`src/logic/cosc_pkg.sv`:
```
// package: register map, reset values and bus carrier for the clock output stage
package cosc_pkg;

  localparam int NUM_OUT     = 10;
  localparam int NUM_DIV     = 5;
  localparam int NUM_IN      = 4;
  localparam int DIV_W       = 16;
  localparam int SEL_W       = 3;
  localparam int MAX_SE_PINS = 20;

  localparam logic [7:0] OFS_CTRL     = 8'h00;
  localparam logic [7:0] OFS_OUT_DIS  = 8'h04;
  localparam logic [7:0] OFS_SYNC_DIS = 8'h08;
  localparam logic [7:0] OFS_PARK_HI  = 8'h0c;
  localparam logic [7:0] OFS_SE_MODE  = 8'h10;
  localparam logic [7:0] OFS_POL_TRUE = 8'h14;
  localparam logic [7:0] OFS_POL_COMP = 8'h18;
  localparam logic [7:0] OFS_PWR_DOWN = 8'h1c;
  localparam logic [7:0] OFS_STATUS   = 8'h20;
  localparam logic [7:0] OFS_OUT_CFG  = 8'h40;
  localparam logic [7:0] OFS_DIV_HALF = 8'h80;

  localparam int BIT_HARD_RST  = 0;
  localparam int BIT_ZERO_DLY  = 1;
  localparam int BIT_HITLESS   = 2;
  localparam int POS_SEL       = 0;
  localparam int POS_DRV       = 4;
  localparam int POS_PD_IN     = 16;
  localparam int POS_ST_ZDM    = 16;
  localparam int POS_ST_HITL   = 17;

  localparam logic [1:0]       RST_DRV      = 2'h3;
  localparam logic [DIV_W-1:0] RST_DIV_HALF = 16'h0004;
  localparam logic [NUM_OUT-1:0] RST_OUT_DIS = 10'h000;

  typedef struct packed {
    logic [7:0]  addr;
    logic [31:0] wdata;
    logic        wr;
    logic        rd;
  } cosc_bus_req_s;

endpackage

```
`src/logic/cosc_output_stage.sv`:
```
// clock output stage: divider crosspoint, driver gating, parking, polarity and drive select
// Behaviour
// - global enable pin high disables all drivers; low enables them.
// - each globally enabled output can still be disabled by its own register bit.
// - per output, a disabled driver parks low or high as configured.
// - with synchronous disable on, disabling waits until the running high phase of the source ends.
// - with synchronous disable off, the output stops at once.
// - crosspoint routes any divider to any driver; routing has power-up defaults.
// - single-ended mode drives both pins, in phase by default.
// - polarity of each single-ended pin is configurable.
// - drive select takes 1, 2 or 3; 1 is refused on a 1.8 V supply.
// - any output may be differential or single-ended, up to 20 single-ended pins.
// - all output dividers start from one common state after power-up.
// - reset pin or hard reset bit resets all dividers to that same state.
// - zero delay mode opens the internal feedback; board closes loop externally.
// - hitless input switching is withheld while zero delay mode is on.
// - unused inputs and drivers can be powered down by configuration.
`timescale 1ns/100ps

module cosc_output_stage
  import cosc_pkg::*;
#(
  parameter int NOUT = NUM_OUT,
  parameter int NDIV = NUM_DIV
) (
  input  wire logic                clock,
  input  wire logic                rst,
  input  wire cosc_bus_req_s       busReq,
  output logic [31:0]              busRdata,
  input  wire logic                globalOutputGate_n,
  input  wire logic                chipReset_n,
  input  wire logic [NOUT-1:0]     vddoIs1v8,
  output logic [NOUT-1:0]          trueOutputPin,
  output logic [NOUT-1:0]          complementOutputPin,
  output logic [2*NOUT-1:0]        singleEndedDriveSelect,
  output logic [NOUT-1:0]          singleEndedMode,
  output logic [NOUT-1:0]          outputPowerDown,
  output logic [NUM_IN-1:0]        inputPowerDown,
  output logic                     externalFeedbackSelect,
  output logic                     hitlessSwitchEnable
);

  // legal drive value: a refused write keeps the previous selection
  function automatic logic [1:0] legalDrive(input logic [1:0] req, input logic [1:0] old,
                                            input logic is1v8);
    if (req == 2'h0 || (req == 2'h1 && is1v8)) begin
      return old;
    end
    return req;
  endfunction

  logic             gateSync1_ff, gateSync2_ff;
  logic [1:0]       rstSync_ff;
  logic [NOUT-1:0]  vddoSync1_ff, vddoSync2_ff;
  logic [2:0]       ctrl_ff;
  logic [NOUT-1:0]  outDis_ff, syncDis_ff, parkHigh_ff, seMode_ff, polTrue_ff, polComp_ff;
  logic [NOUT-1:0]  pdOut_ff, outEn_ff, gateReq_ff;
  logic [NUM_IN-1:0] pdIn_ff;
  logic [SEL_W-1:0] xsel_ff [NOUT];
  logic [1:0]       drv_ff [NOUT];
  logic [DIV_W-1:0] divHalf_ff [NDIV];
  logic [DIV_W-1:0] divCnt_ff [NDIV];
  logic [NDIV-1:0]  divLvl_ff;
  logic [NOUT-1:0]  srcLvl;
  logic [NOUT-1:0]  nxt_outEn;
  logic             gateSync;
  logic             divReset;
  logic             hardRstPulse;
  logic [31:0]      nxt_busRdata;

  assign gateSync = gateSync2_ff;
  assign hardRstPulse = ctrl_ff[BIT_HARD_RST];
  assign divReset = hardRstPulse | ~rstSync_ff[1];

  // pins from outside pass two flops before any logic looks at them
  always_ff @(posedge clock or posedge rst) begin
    if (rst) begin
      gateSync1_ff <= 1'b1;
      gateSync2_ff <= 1'b1;
      rstSync_ff   <= 2'h0;
      vddoSync1_ff <= '0;
      vddoSync2_ff <= '0;
    end else begin
      gateSync1_ff <= globalOutputGate_n;
      gateSync2_ff <= gateSync1_ff;
      rstSync_ff   <= {rstSync_ff[0], chipReset_n};
      vddoSync1_ff <= vddoIs1v8;
      vddoSync2_ff <= vddoSync1_ff;
    end
  end

  // register writes; hard reset bit clears itself after one cycle
  always_ff @(posedge clock or posedge rst) begin
    if (rst) begin
      ctrl_ff     <= 3'h0;
      outDis_ff   <= RST_OUT_DIS;
      syncDis_ff  <= '1;
      parkHigh_ff <= '0;
      seMode_ff   <= '0;
      polTrue_ff  <= '0;
      polComp_ff  <= '0;
      pdOut_ff    <= '0;
      pdIn_ff     <= '0;
    end else begin
      ctrl_ff[BIT_HARD_RST] <= 1'b0;
      if (busReq.wr) begin
        case (busReq.addr)
          OFS_CTRL:     ctrl_ff     <= busReq.wdata[2:0];
          OFS_OUT_DIS:  outDis_ff   <= busReq.wdata[NOUT-1:0];
          OFS_SYNC_DIS: syncDis_ff  <= busReq.wdata[NOUT-1:0];
          OFS_PARK_HI:  parkHigh_ff <= busReq.wdata[NOUT-1:0];
          OFS_SE_MODE:  seMode_ff   <= busReq.wdata[NOUT-1:0];
          OFS_POL_TRUE: polTrue_ff  <= busReq.wdata[NOUT-1:0];
          OFS_POL_COMP: polComp_ff  <= busReq.wdata[NOUT-1:0];
          OFS_PWR_DOWN: begin
            pdOut_ff <= busReq.wdata[NOUT-1:0];
            pdIn_ff  <= busReq.wdata[POS_PD_IN +: NUM_IN];
          end
          default: ;
        endcase
      end
    end
  end

  // crosspoint and drive fields; reset routing is the power-up configuration
  always_ff @(posedge clock or posedge rst) begin
    if (rst) begin
      for (int i = 0; i < NOUT; i++) begin
        xsel_ff[i] <= SEL_W'(i % NDIV);
        drv_ff[i]  <= RST_DRV;
      end
    end else begin
      for (int i = 0; i < NOUT; i++) begin
        if (busReq.wr && busReq.addr == OFS_OUT_CFG + 8'(4 * i)) begin
          xsel_ff[i] <= busReq.wdata[POS_SEL +: SEL_W];
          drv_ff[i]  <= legalDrive(busReq.wdata[POS_DRV +: 2], drv_ff[i],
                                   vddoSync2_ff[i]);
        end else if (drv_ff[i] == 2'h1 && vddoSync2_ff[i]) begin
          drv_ff[i] <= 2'h2;
        end
      end
    end
  end

  // dividers: half period of zero holds the divider still
  always_ff @(posedge clock or posedge rst) begin
    if (rst) begin
      for (int d = 0; d < NDIV; d++) begin
        divHalf_ff[d] <= RST_DIV_HALF;
        divCnt_ff[d]  <= '0;
      end
      divLvl_ff <= '0;
    end else begin
      for (int d = 0; d < NDIV; d++) begin
        if (busReq.wr && busReq.addr == OFS_DIV_HALF + 8'(4 * d)) begin
          divHalf_ff[d] <= busReq.wdata[DIV_W-1:0];
        end
        if (divReset) begin
          divCnt_ff[d] <= '0;
          divLvl_ff[d] <= 1'b0;
        end else if (divHalf_ff[d] != '0) begin
          if (divCnt_ff[d] >= divHalf_ff[d] - DIV_W'(1)) begin
            divCnt_ff[d] <= '0;
            divLvl_ff[d] <= ~divLvl_ff[d];
          end else begin
            divCnt_ff[d] <= divCnt_ff[d] + DIV_W'(1);
          end
        end
      end
    end
  end

  // gating: a synchronous disable lets the running high phase finish first,
  // so the driver only parks once the source is back low
  always_comb begin
    for (int i = 0; i < NOUT; i++) begin
      srcLvl[i] = (int'(xsel_ff[i]) < NDIV) ? divLvl_ff[xsel_ff[i]] : 1'b0;
      if (gateReq_ff[i]) begin
        nxt_outEn[i] = 1'b1;
      end else if (syncDis_ff[i] && outEn_ff[i] && srcLvl[i]) begin
        nxt_outEn[i] = 1'b1;
      end else begin
        nxt_outEn[i] = 1'b0;
      end
    end
  end

  always_ff @(posedge clock or posedge rst) begin
    if (rst) begin
      gateReq_ff <= '0;
      outEn_ff   <= '0;
    end else begin
      gateReq_ff <= ~({NOUT{gateSync}} | outDis_ff | pdOut_ff);
      outEn_ff   <= nxt_outEn;
    end
  end

  // pins: enabled drivers follow their source, disabled ones sit at the park level
  always_ff @(posedge clock or posedge rst) begin
    if (rst) begin
      trueOutputPin       <= '0;
      complementOutputPin <= '0;
    end else begin
      for (int i = 0; i < NOUT; i++) begin
        if (!outEn_ff[i]) begin
          trueOutputPin[i]       <= parkHigh_ff[i];
          complementOutputPin[i] <= seMode_ff[i] ? parkHigh_ff[i] : ~parkHigh_ff[i];
        end else if (seMode_ff[i]) begin
          trueOutputPin[i]       <= srcLvl[i] ^ polTrue_ff[i];
          complementOutputPin[i] <= srcLvl[i] ^ polComp_ff[i];
        end else begin
          trueOutputPin[i]       <= srcLvl[i];
          complementOutputPin[i] <= ~srcLvl[i];
        end
      end
    end
  end

  // static configuration outputs, registered
  always_ff @(posedge clock or posedge rst) begin
    if (rst) begin
      singleEndedDriveSelect <= '0;
      singleEndedMode        <= '0;
      outputPowerDown        <= '0;
      inputPowerDown         <= '0;
      externalFeedbackSelect <= 1'b0;
      hitlessSwitchEnable    <= 1'b0;
    end else begin
      for (int i = 0; i < NOUT; i++) begin
        singleEndedDriveSelect[2*i +: 2] <= drv_ff[i];
      end
      singleEndedMode        <= seMode_ff;
      outputPowerDown        <= pdOut_ff;
      inputPowerDown         <= pdIn_ff;
      externalFeedbackSelect <= ctrl_ff[BIT_ZERO_DLY];
      hitlessSwitchEnable    <= ctrl_ff[BIT_HITLESS] & ~ctrl_ff[BIT_ZERO_DLY];
    end
  end

  // read port: data stand in the cycle after the strobe only
  always_comb begin
    nxt_busRdata = 32'h0;
    case (busReq.addr)
      OFS_CTRL:     nxt_busRdata[2:0]      = ctrl_ff;
      OFS_OUT_DIS:  nxt_busRdata[NOUT-1:0] = outDis_ff;
      OFS_SYNC_DIS: nxt_busRdata[NOUT-1:0] = syncDis_ff;
      OFS_PARK_HI:  nxt_busRdata[NOUT-1:0] = parkHigh_ff;
      OFS_SE_MODE:  nxt_busRdata[NOUT-1:0] = seMode_ff;
      OFS_POL_TRUE: nxt_busRdata[NOUT-1:0] = polTrue_ff;
      OFS_POL_COMP: nxt_busRdata[NOUT-1:0] = polComp_ff;
      OFS_PWR_DOWN: begin
        nxt_busRdata[NOUT-1:0]             = pdOut_ff;
        nxt_busRdata[POS_PD_IN +: NUM_IN]  = pdIn_ff;
      end
      OFS_STATUS: begin
        nxt_busRdata[NOUT-1:0]   = outEn_ff;
        nxt_busRdata[POS_ST_ZDM]  = ctrl_ff[BIT_ZERO_DLY];
        nxt_busRdata[POS_ST_HITL] = ctrl_ff[BIT_HITLESS] & ~ctrl_ff[BIT_ZERO_DLY];
      end
      default: begin
        for (int i = 0; i < NOUT; i++) begin
          if (busReq.addr == OFS_OUT_CFG + 8'(4 * i)) begin
            nxt_busRdata[POS_SEL +: SEL_W] = xsel_ff[i];
            nxt_busRdata[POS_DRV +: 2]     = drv_ff[i];
          end
        end
        for (int d = 0; d < NDIV; d++) begin
          if (busReq.addr == OFS_DIV_HALF + 8'(4 * d)) begin
            nxt_busRdata[DIV_W-1:0] = divHalf_ff[d];
          end
        end
      end
    endcase
  end

  always_ff @(posedge clock or posedge rst) begin
    if (rst) begin
      busRdata <= 32'h0;
    end else begin
      busRdata <= busReq.rd ? nxt_busRdata : 32'h0;
    end
  end

  a_global_gate_off: assert property (@(posedge clock) disable iff (rst)
    (gateSync && !syncDis_ff[0]) |=> ##1 !outEn_ff[0])
    else $error("global gate high did not stop output 0");

  a_reg_disable_off: assert property (@(posedge clock) disable iff (rst)
    (outDis_ff[0] && !syncDis_ff[0]) ##1 (outDis_ff[0] && !syncDis_ff[0]) |=> !outEn_ff[0])
    else $error("register disable did not stop output 0");

  a_park_level_held: assert property (@(posedge clock) disable iff (rst)
    !outEn_ff[0] |=> trueOutputPin[0] == $past(parkHigh_ff[0]))
    else $error("disabled output 0 not at park level");

  a_sync_wait_high: assert property (@(posedge clock) disable iff (rst)
    (outEn_ff[0] && syncDis_ff[0] && srcLvl[0]) |=> outEn_ff[0])
    else $error("synchronous disable cut a high phase");

  a_immediate_stop: assert property (@(posedge clock) disable iff (rst)
    (!gateReq_ff[0] && !syncDis_ff[0]) |=> !outEn_ff[0])
    else $error("immediate disable was delayed");

  a_route_true_pin: assert property (@(posedge clock) disable iff (rst)
    (outEn_ff[0] && seMode_ff[0]) |=> trueOutputPin[0] == $past(srcLvl[0] ^ polTrue_ff[0]))
    else $error("true pin does not follow routed divider");

  a_comp_pin_phase: assert property (@(posedge clock) disable iff (rst)
    (outEn_ff[0] && seMode_ff[0] && polTrue_ff[0] == polComp_ff[0])
      |=> trueOutputPin[0] == complementOutputPin[0])
    else $error("single-ended pins not in phase");

  a_drive_legal_val: assert property (@(posedge clock) disable iff (rst)
    $past(vddoSync2_ff[0], 2) |-> ##1 singleEndedDriveSelect[1:0] != 2'h1)
    else $error("weak drive offered on low supply");

  a_div_common_rst: assert property (@(posedge clock) disable iff (rst)
    divReset |=> (divCnt_ff[0] == '0 && divLvl_ff == '0))
    else $error("dividers not reset together");

  a_no_hitless_zdm: assert property (@(posedge clock) disable iff (rst)
    ctrl_ff[BIT_ZERO_DLY] |=> !hitlessSwitchEnable && externalFeedbackSelect)
    else $error("hitless switching offered in zero delay mode");

endmodule

```
`config.mk`:
```
export PLATFORM = sky130hd
export DESIGN_NAME = cosc_output_stage
export DESIGN_NICKNAME = d
export VERILOG_FILES = /design/src/logic/cosc_pkg.sv /design/src/logic/cosc_output_stage.sv
export SDC_FILE = /design/constraint.sdc
export NUM_CORES = 1
export LEC_CHECK = 0
export BUFFER_PORTS_ARGS = -buffer_cell sky130_fd_sc_hd__buf_4
export CAP_MARGIN = 10
export CELL_PAD_IN_SITES_DETAIL_PLACEMENT = 0
export CELL_PAD_IN_SITES_GLOBAL_PLACEMENT = 2
export CORE_MARGIN = 2
export CORE_UTILIZATION = 44
export CTS_CLUSTER_SIZE = 14
export DETAILED_ROUTE_END_ITERATION = 8
export PLACE_DENSITY_LB_ADDON = 0.08
export SLEW_MARGIN = 5
export SYNTH_ARGS = -nofsm -noshare
export SYNTH_HDL_FRONTEND = slang
export SYNTH_SLANG_ARGS = --single-unit
```
`constraint.sdc`:
```
create_clock -name clock -period 18 [get_ports clock]
set_input_delay 0.9 -clock clock [delete_from_list [all_inputs] [get_ports clock]]
set_output_delay 0.9 -clock clock [all_outputs]
set_load 0.05 [all_outputs]
```
Word level (Yosys, flattened, before mapping)
Index checks and enable logic that the tools add are counted.
{"block": "op_classes", "add_sub_neg": 10, "order_cmp": 25, "n_eq_ne": 44, "n_mux": 213, "n_bitwise": 52, "reduce_logical": 116}
{"cell": "two-way mux 16 bit", "count": 20}
{"cell": "two-way mux 1 bit", "count": 127}
{"cell": "two-way mux 2 bit", "count": 41}
{"cell": "adder 16 x 1 -> 16 bit (second input constant)", "count": 5}
{"cell": "== test 8 x 7 -> 1 bit (second input constant)", "count": 10}
{"cell": "greater-or-equal comparator 16 bit", "count": 5}
{"cell": "nonzero test 16 bit", "count": 5}
{"cell": "subtractor 16 x 1 -> 16 bit (second input constant)", "count": 5}
{"cell": "one-hot mux 7 bit (9 select lines)", "count": 1}
{"cell": "logical AND 1 bit", "count": 55}
{"cell": "AND reduction 2 bit", "count": 23}
{"cell": "== test 8 bit (second input constant)", "count": 5}
{"cell": "< comparator 3 x 4 -> 1 bit (second input constant)", "count": 10}
{"cell": "nonzero test 2 bit", "count": 20}
{"cell": "== test 8 x 5 -> 1 bit (second input constant)", "count": 4}
{"cell": "binary-select mux 1 bit (select 3 bit)", "count": 10}
{"cell": "< comparator 3 bit (second input constant)", "count": 10}
{"cell": "two-way mux 3 bit", "count": 10}
{"cell": "!= test 3 bit (second input constant)", "count": 10}
{"cell": "NOT 1 bit", "count": 27}
{"cell": "one-hot mux 3 bit (9 select lines)", "count": 1}
{"cell": "== test 2 x 1 -> 1 bit (second input constant)", "count": 11}
{"cell": "two-way mux 20 bit", "count": 1}
{"cell": "OR 10 bit", "count": 2}
{"cell": "other kinds (13)", "count": 42}
{"block": "word_totals", "regBits": 422, "wordCells": 521}

Longest topological paths before layout
Gate-level depths: netlist (run 1).
{"block": "depth", "word_depth": 18, "mapped_depth": 14}

Least setup slack after synthesis (run 1)
OpenSTA, ideal clock, no wires.
{"block": "synth_timing", "kind": "reg2reg", "from": "reg divHalf_ff[37] in the netlist's numbering", "to": "reg divLvl_ff[2]", "setup_ns": 0.125, "arrival_time_ns": 3.337, "t_required_ns": 17.875, "slack_ns": 14.538, "stages_incl_launch_ff": 14, "period_less_slack_ns": 3.462, "cell_sequence": "dfrtp_1 -> or4_4 -> nor4_4 -> nand2_1 -> nor3_2 -> nand2_1 -> xor2_1 -> ha_1 -> and3_1 -> nand2_1 -> a221oi_1 -> a21oi_4 -> nor2_4 -> mux2_4"}
{"block": "synth_via", "elab_chain_len": 4}
{"element": "from (decl)", "line_no": "cosc_output_stage.sv:61", "rtl": "logic [DIV_W-1:0] divHalf_ff [NDIV];"}
{"element": "from (signal, indexed assignment)", "line_no": "cosc_output_stage.sv:156", "rtl": "divHalf_ff[d] <= busReq.wdata[DIV_W-1:0];"}
{"element": "subtractor 16 x 1 -> 16 bit", "line_no": "cosc_output_stage.sv:162", "rtl": "if (divCnt_ff[d] >= divHalf_ff[d] - DIV_W'(1)) begin"}
{"element": "greater-or-equal comparator 16 bit", "line_no": "cosc_output_stage.sv:162"}
{"element": "nonzero test 2 bit (no source line)"}
{"element": "AND reduction 2 bit (no source line) *"}
{"element": "to (signal, indexed assignment)", "line_no": "cosc_output_stage.sv:164", "rtl": "divLvl_ff[d] <= ~divLvl_ff[d];"}
{"element": "to (decl)", "line_no": "cosc_output_stage.sv:63", "rtl": "logic [NDIV-1:0] divLvl_ff;"}
Every way passes the cells marked *; elsewhere a longest branch is shown, timed or not.
A chain may end at the register's enable or synchronous reset.

Final worst setup path (run 1)
{"block": "layout_timing", "from": "reg divHalf_ff[22] in the netlist's numbering", "to": "reg divLvl_ff[3]"}
The elaborated chain is that of the path after synthesis.

==> out/metrics.yaml, run 1 <==
cts:
  postCtsSetupBuffers: 0
  holdBufCountCts: 0
  clock-sinks: 422
  clockBufferDepth: 3
  cts_tree: "done"
  clk_pin_slew_ps: 60
  ctsResizeCount: 0
  cts.htree.levels: 2
  clk_latency_ps: 620
  numCtsBuffers: 48
  cts-root-buf: "clkbuf_16"
critical_path:
  critPathSlowestCell: "nor2_1"
  cp_max_fo: 11
  critical_path_buf_inv_count: 0
  critPathLaunchType: "flop"
  worst_ep_required_time_ps: 18470
  r2r_slack_ps: 13750
  reg2reg_depth: 11
  max_stage_delay_ps: 820
  cp_cell_sequence: "nor4_1 -> nand3_1 -> or3_1 -> xor2_1 -> ha_1 -> and4_1 -> nand2_1 -> a221oi_1 -> a21oi_1 -> nor2_1 -> mux2_2"
  crit_type: "flop to flop"
  arrival_ps: 4720
  path_depth: 11
  worst_setup_path_end_kind: "flop"
  crit_family: "simple AND/OR/NAND/NOR gates"
sta:
  rsz0062_at_grt: "no"
  fin_crit_sh_pct: 23.6
  skew_ps: 37.3
  period_minus_slack_ps: 4250
  worst_pin_slew_ps: 1130
  setup-violations-final: 0
  max_freq_mhz: 235
  finalSetupTns_ps: 0
  slew_viol_final: 0
  slew_headroom_pct: 24.6
  timing.hold.ws_ps: 344
  report.final.hold_viol_count: 0
route:
  dr_total_vias: 16373
  drc_errors: 0
  postRouteAntennaNets: 0
  vias_per_cell: 5.73
  wl_um: 65400
  drt_iter0_markers: 1157
  dr.pass1.iters: 7
  wl_per_cell_um: 22.9
logic_synthesis:
  syn_inst: 2039
  synth_top_area_share_pct: 42.3
  async_reset_ff_share_pct: 100
  ys_seq_area_share_pct: 47.9
  ys_warn_count: 0
  synthDistinctLibCells: 91
  synth_edf_count: 0
  yosysTopAreaCell: "dfrtp_1"
  synth_area_per_cell_um2: 10.9
  syn-cell-area_um2: 22200
  synth.area.top_cells: "dfrtp_1, mux2_2, dfstp_2"
  yosys_most_used_dff: "dfrtp_1"
  yosys_register_bits: 422
min_path:
  min_path_cells: 0
  min_path_type: "flop to flop"
grt:
  grt_use_total_pct: 25.2
  gr-usage-met1_pct: 33.7
  grt_pass1_wl_um: 101000
  grt_use_met2_pct: 41.3
  gr-total-overflow: 0
  top_usage_layer: "met2"
  grt_max_degree: 108
  antenna_found_initial: 2
  use_met3_pct: 3.97
  grt_pass1_vias: 16772
outcome:
  status: "completed"
pwr:
  leakagePower_uw: 0.0115
  ir_drop_mv: 0.0765
  p_per_area_nw_per_um2: 102
  p_total_uw: 2590
placed_design:
  io_buffers: 129
  gp_congestion: 0.842
  place_hpwl_um: 46600
floorplan:
  die_y_um: 228
  ios: 154
  coreArea_um2: 50000
  std_cell_rows: 82
  initial_core_util_pct: 44.4
  fp.dieW_um: 228
  die_area_um2: 52200
cells_and_area:
  area_growth_pct: 14.2
  drive_above_1_share_pct: 20.7
  nets: 2293
run:
  max-cap-violations: 0
==> worst paths after layout <==
kind,startpoint,end
worst max-delay path,divHalf_ff[22],divLvl_ff[3]
worst min-delay path,rstSync_ff[0],rstSync_ff[1]
worst max register to register,divHalf_ff[22],divLvl_ff[3]
worst min register to register,rstSync_ff[0],rstSync_ff[1]
max in group asynchronous,rst,externalFeedbackSelect
min in group asynchronous,rst,singleEndedDriveSelect[2]
==> metrics by stage <==
step	util (%)	std cells	worst slack, ps	instance area (um2)
final	50.6	2855	13750	25300
after floorplan	-	2050	5430	22200
after detailed placement	47.3	2764	13760	23600
after CTS	50.6	2854	13720	25300
after global routing	50.6	2854	13430	25300
after global placement	47.3	2764	13770	23600
==> registers in the layout, indices dropped and copies added (netlist names), 20 cells and up <==
signal and flops:
busRdata 20, divHalf_ff 80, drv_ff 20, divCnt_ff 80
xsel_ff 30, singleEndedDriveSelect 20
==> Yosys cell counts (11+ instances only) <==
cell	count
a211oi_1	21
a21o_1	11
a21oi_1	79
a22oi_1	33
a32oi_1	22
and3_1	18
buf_2	34
buf_4	17
clkbuf_1	44
dfrtp_1	375
dfstp_2	47
ha_1	95
inv_1	34
mux2_1	47
mux2_2	129
mux2i_1	23
mux4_2	15
nand2_1	207
nand3_1	42
nand4_1	26
nor2_1	153
nor2b_1	24
nor3_1	57
nor3b_1	16
nor4_1	23
nor4b_1	12
o21ai_0	81
o22ai_1	13
xnor2_1	102
xor2_1	51
==> power breakdown <==
group / total [uW] / switching [uW] / internal [uW]
Clock: 1040 / 422 / 617
Combinational: 466 / 288 / 178
Sequential: 1080 / 78.3 / 1010
==> cells by family (layout without fill, tap and decap cells) <==
group | after synthesis | after routing | share of synthesized area (%)
buffers and inverters | 138 | 270 | 3.02
multiplexers | 215 | 215 | 11.6
AO/OA/AOI/OAI | 348 | 348 | 10.5
AND/OR/NAND/NOR | 667 | 667 | 15.6
XOR/XNOR | 153 | 153 | 6.04
flip-flops | 422 | 422 | 47.9
adder cells (fa/ha/maj) | 95 | 95 | 5.36
other | 1 | 13 | 0.0169
==> final cells by class <==
class | count | area, um2
flip-flops and latches | 422 | 10600
fillers | 4579 | 24700
well taps | 672 | 841
clock buffers | 67 | 1350
clock inverters | 23 | 337
repair buffers | 145 | 1090
diodes | 1 | 2.50
multi-input cells | 1490 | 10900
inverters | 35 | 139
==> layer usage <==
metal  wire length [um]  part of all wire [%]
met1              28900                    44
met3               3300                   5.0
met4               2310                   3.5
met5                 10                 0.015
met2              30800                    47
==> placed cells by master, fill, tap and decap left out, types with 22 or more instances in the layout <==
cell type and count:
a21oi_1 79, a22oi_1 33, a32oi_1 22, buf_4 145, clkbuf_16 48, dfrtp_1 375, dfstp_2 47, ha_1 95
inv_1 33, mux2_1 47, mux2_2 129, mux2i_1 23, nand2_1 207, nand3_1 42, nand4_1 26, nor2_1 153
nor2b_1 24, nor3_1 57, nor4_1 23, o21ai_0 81, xnor2_1 102, xor2_1 51
Note: power is estimated with default switching activity, not from simulation.
==> inputs of run 2 (changes only) <==
CORE_UTILIZATION = 37   (was 44)
clock period = 3.7 ns   (was 18 ns; I/O delays follow)
==> out/metrics.yaml, run 2 (synthesized netlist as in run 1, its figures left out) <==
outcome:
  status: "completed"
cts:
  cts.htree.levels: 2  # unchanged
  numCtsBuffers: 49  # +2.1%
  clockBufferDepth: 3  # unchanged
  clk_pin_slew_ps: 60  # about the same
  cts-root-buf: "clkbuf_16"
  cts_tree: "done"
  clock-sinks: 422  # unchanged
  clk_latency_ps: 620  # about the same
placed_design:
  io_buffers: 129  # unchanged
  pre_cts_slack_ps: 130  # -13630 ps
  place_hpwl_um: 50500  # +8.4%
  placed_cell_area_um2: 24100  # +2.1%
  dp_cells: 2907  # +5.2%
  gp_congestion: 0.845  # +0.33%
floorplan:
  die_area_um2: 61900  # +19%
  initial_core_util_pct: 37.5  # -6.9 points
  ios: 154  # unchanged
  fp.dieW_um: 249  # +8.9%
  coreArea_um2: 59100  # +18%
  die_y_um: 249  # +8.9%
  std_cell_rows: 89  # +8.5%
sta:
  setup-violations-final: 0  # unchanged
  slew_headroom_pct: 21.3  # -3.2 points
  layout_setup_ws_ps: 172  # -13580 ps
  period_minus_slack_ps: 3530  # -719 ps
  rsz0062_at_grt: "yes"
  timing.hold.ws_ps: 76.2  # -268 ps
  report.final.hold_viol_count: 0  # unchanged
  slew_viol_final: 0  # unchanged
  max_freq_mhz: 283  # +20%
  fin_crit_sh_pct: 95.3  # +72 points
  skew_ps: 29.5  # -7.79 ps
  worst_pin_slew_ps: 1180  # +48.7 ps
grt:
  gr-total-overflow: 0  # unchanged
  antenna_found_initial: 4  # +2
  grt_max_degree: 87  # -19%
  grt_pass1_vias: 16860  # +0.52%
  grt_pass1_wl_um: 107000  # +5.4%
  grt_use_total_pct: 22.5  # -2.7 points
cells_and_area:
  nets: 2374  # +3.5%
  antenna_cells: 0  # -1
  final_area_um2: 26300  # +3.8%
  fillers: 5536  # +21%
  area_growth_pct: 18.5
  final_common_cell: "dfrtp_1"
  final_cells: 3037  # +6.4%
  drive_above_1_share_pct: 22.1  # +1.4 points
  top_regs: "divCnt_ff: 80 flops, divHalf_ff: 80 flops, xsel_ff: 30 flops"
  layout_common_cells: "dfrtp_1, nand2_1, buf_4"
run:
  max-cap-violations: 0  # unchanged
route:
  vias_per_cell: 5.48  # -4.5%
  drt_iter0_markers: 952  # -18%
  wl_um: 69700  # +6.7%
  postRouteAntennaNets: 0  # unchanged
  wl_per_cell_um: 23.0  # +0.30%
  dr.pass1.iters: 6  # -1
  drc_errors: 0  # unchanged
  dr_total_vias: 16630  # +1.6%
critical_path:
  cp_max_fo: 5  # -6
  r2r_start: "divHalf_ff[37]"
  critPathLaunchType: "flop"
  cp_cell_sequence: "or4_4 -> nor4_4 -> nand2_1 -> nor3_4 -> nand2_1 -> xor2_1 -> ha_1 -> and3_1 -> a2111o_1 -> a21oi_4 -> nand2_1 -> o41ai_2"
  r2r_slack_ps: 170  # -13580 ps
  crit_path_frequent_cell: "nand2_1"
  worst_ep_required_time_ps: 4190  # -14280 ps
  crit_type: "flop to flop"
  max_stage_delay_ps: 570  # -250 ps
  critPathSlowestCell: "or4_4"
  worst_setup_path_end_kind: "flop"
  arrival_ps: 4010  # -710 ps
  crit_family: "simple AND/OR/NAND/NOR gates"
  critical_path_buf_inv_count: 0  # unchanged
  startpoint: "divHalf_ff[37]"
pwr:
  ir_drop_mv: 0.371  # +380%
  p_per_area_nw_per_um2: 494  # +380%
  leakagePower_uw: 0.0120  # +3.8%
min_path:
  holdCritStartpoint: "busReq[1]"
  min_path_type: "input pin to flop"
[run 2: changes by cell type in the layout (fill, tap and decap cells not counted), moves of 2 or more]
cell / delta
buf_12: +4
buf_4: +41
bufinv_16: +2
clkbuf_8: +3
clkinvlp_4: -2
dlygate4sd3_1: +35
[run 2: area by class of cell]
| cell class | count | area, um2 | area share, % |
|---|---|---|---|
| Clock buffer | 71 | 1420 | 5.40 |
| Tap cell | 773 | 967 | 3.68 |
| Inverter | 35 | 135 | 0.514 |
| Sequential cell | 422 | 10600 | 40.4 |
| Multi-Input combinational cell | 1490 | 10900 | 41.7 |
| Timing Repair Buffer | 225 | 1830 | 6.95 |
| Clock inverter | 21 | 358 | 1.36 |
[run 2: metrics by stage]
stage                     setup TNS, ps  power [uW]  utilization, %
after floorplan                 -829760        6910               -
final                                 0       13000            44.4
after CTS                             0       13100            44.4
after global placement                0        7680            40.8
after global routing              -13.0       13600            44.4
after detailed placement              0        7730            40.8
[run 2: worst reg2reg max path, cell delays in order (launching register included)]
cell,delay [ps]
dfrtp_1,370
or4_4,570
nor4_4,220
nand2_1,190
nor3_4,190
nand2_1,90
xor2_1,170
ha_1,290
and3_1,180
a2111o_1,430
a21oi_4,230
nand2_1,160
o41ai_2,340
[run 2: worst paths after layout]
path,endpoint,cells after the start
worst max register to register,divCnt_ff[39],12
worst max-delay path,divCnt_ff[39],12
min in group asynchronous,xsel_ff[13],3
max in group asynchronous,divCnt_ff[18],4
worst min-delay path,ctrl_ff[0],2
worst min register to register,vddoSync2_ff[6],0
[run 2: routing by layer]
metal	share of wire (%)	global-route usage, %	wire length, um	vias to the layer above
met1	45	30.4	31300	8383
li1	-	-	-	7747
met5	0.11	0.695	76	-
met3	4.6	3.71	3210	112
met2	47	36.8	33100	382
met4	2.9	7.29	2050	6
[run 2: power breakdown]
| part | switching (uW) | internal [uW] |
|---|---|---|
| sequential | 386 | 4900 |
| clock | 2070 | 3240 |
| combinational | 1450 | 938 |
[run 2: what timing repair did]
item | CTS | global route
setup buffers | 0 | 3
hold buffers | 35 | 0
gates resized for setup | 0 | 3
setup endpoints to repair | 0 | 3
hold endpoints to repair | 141 | 0
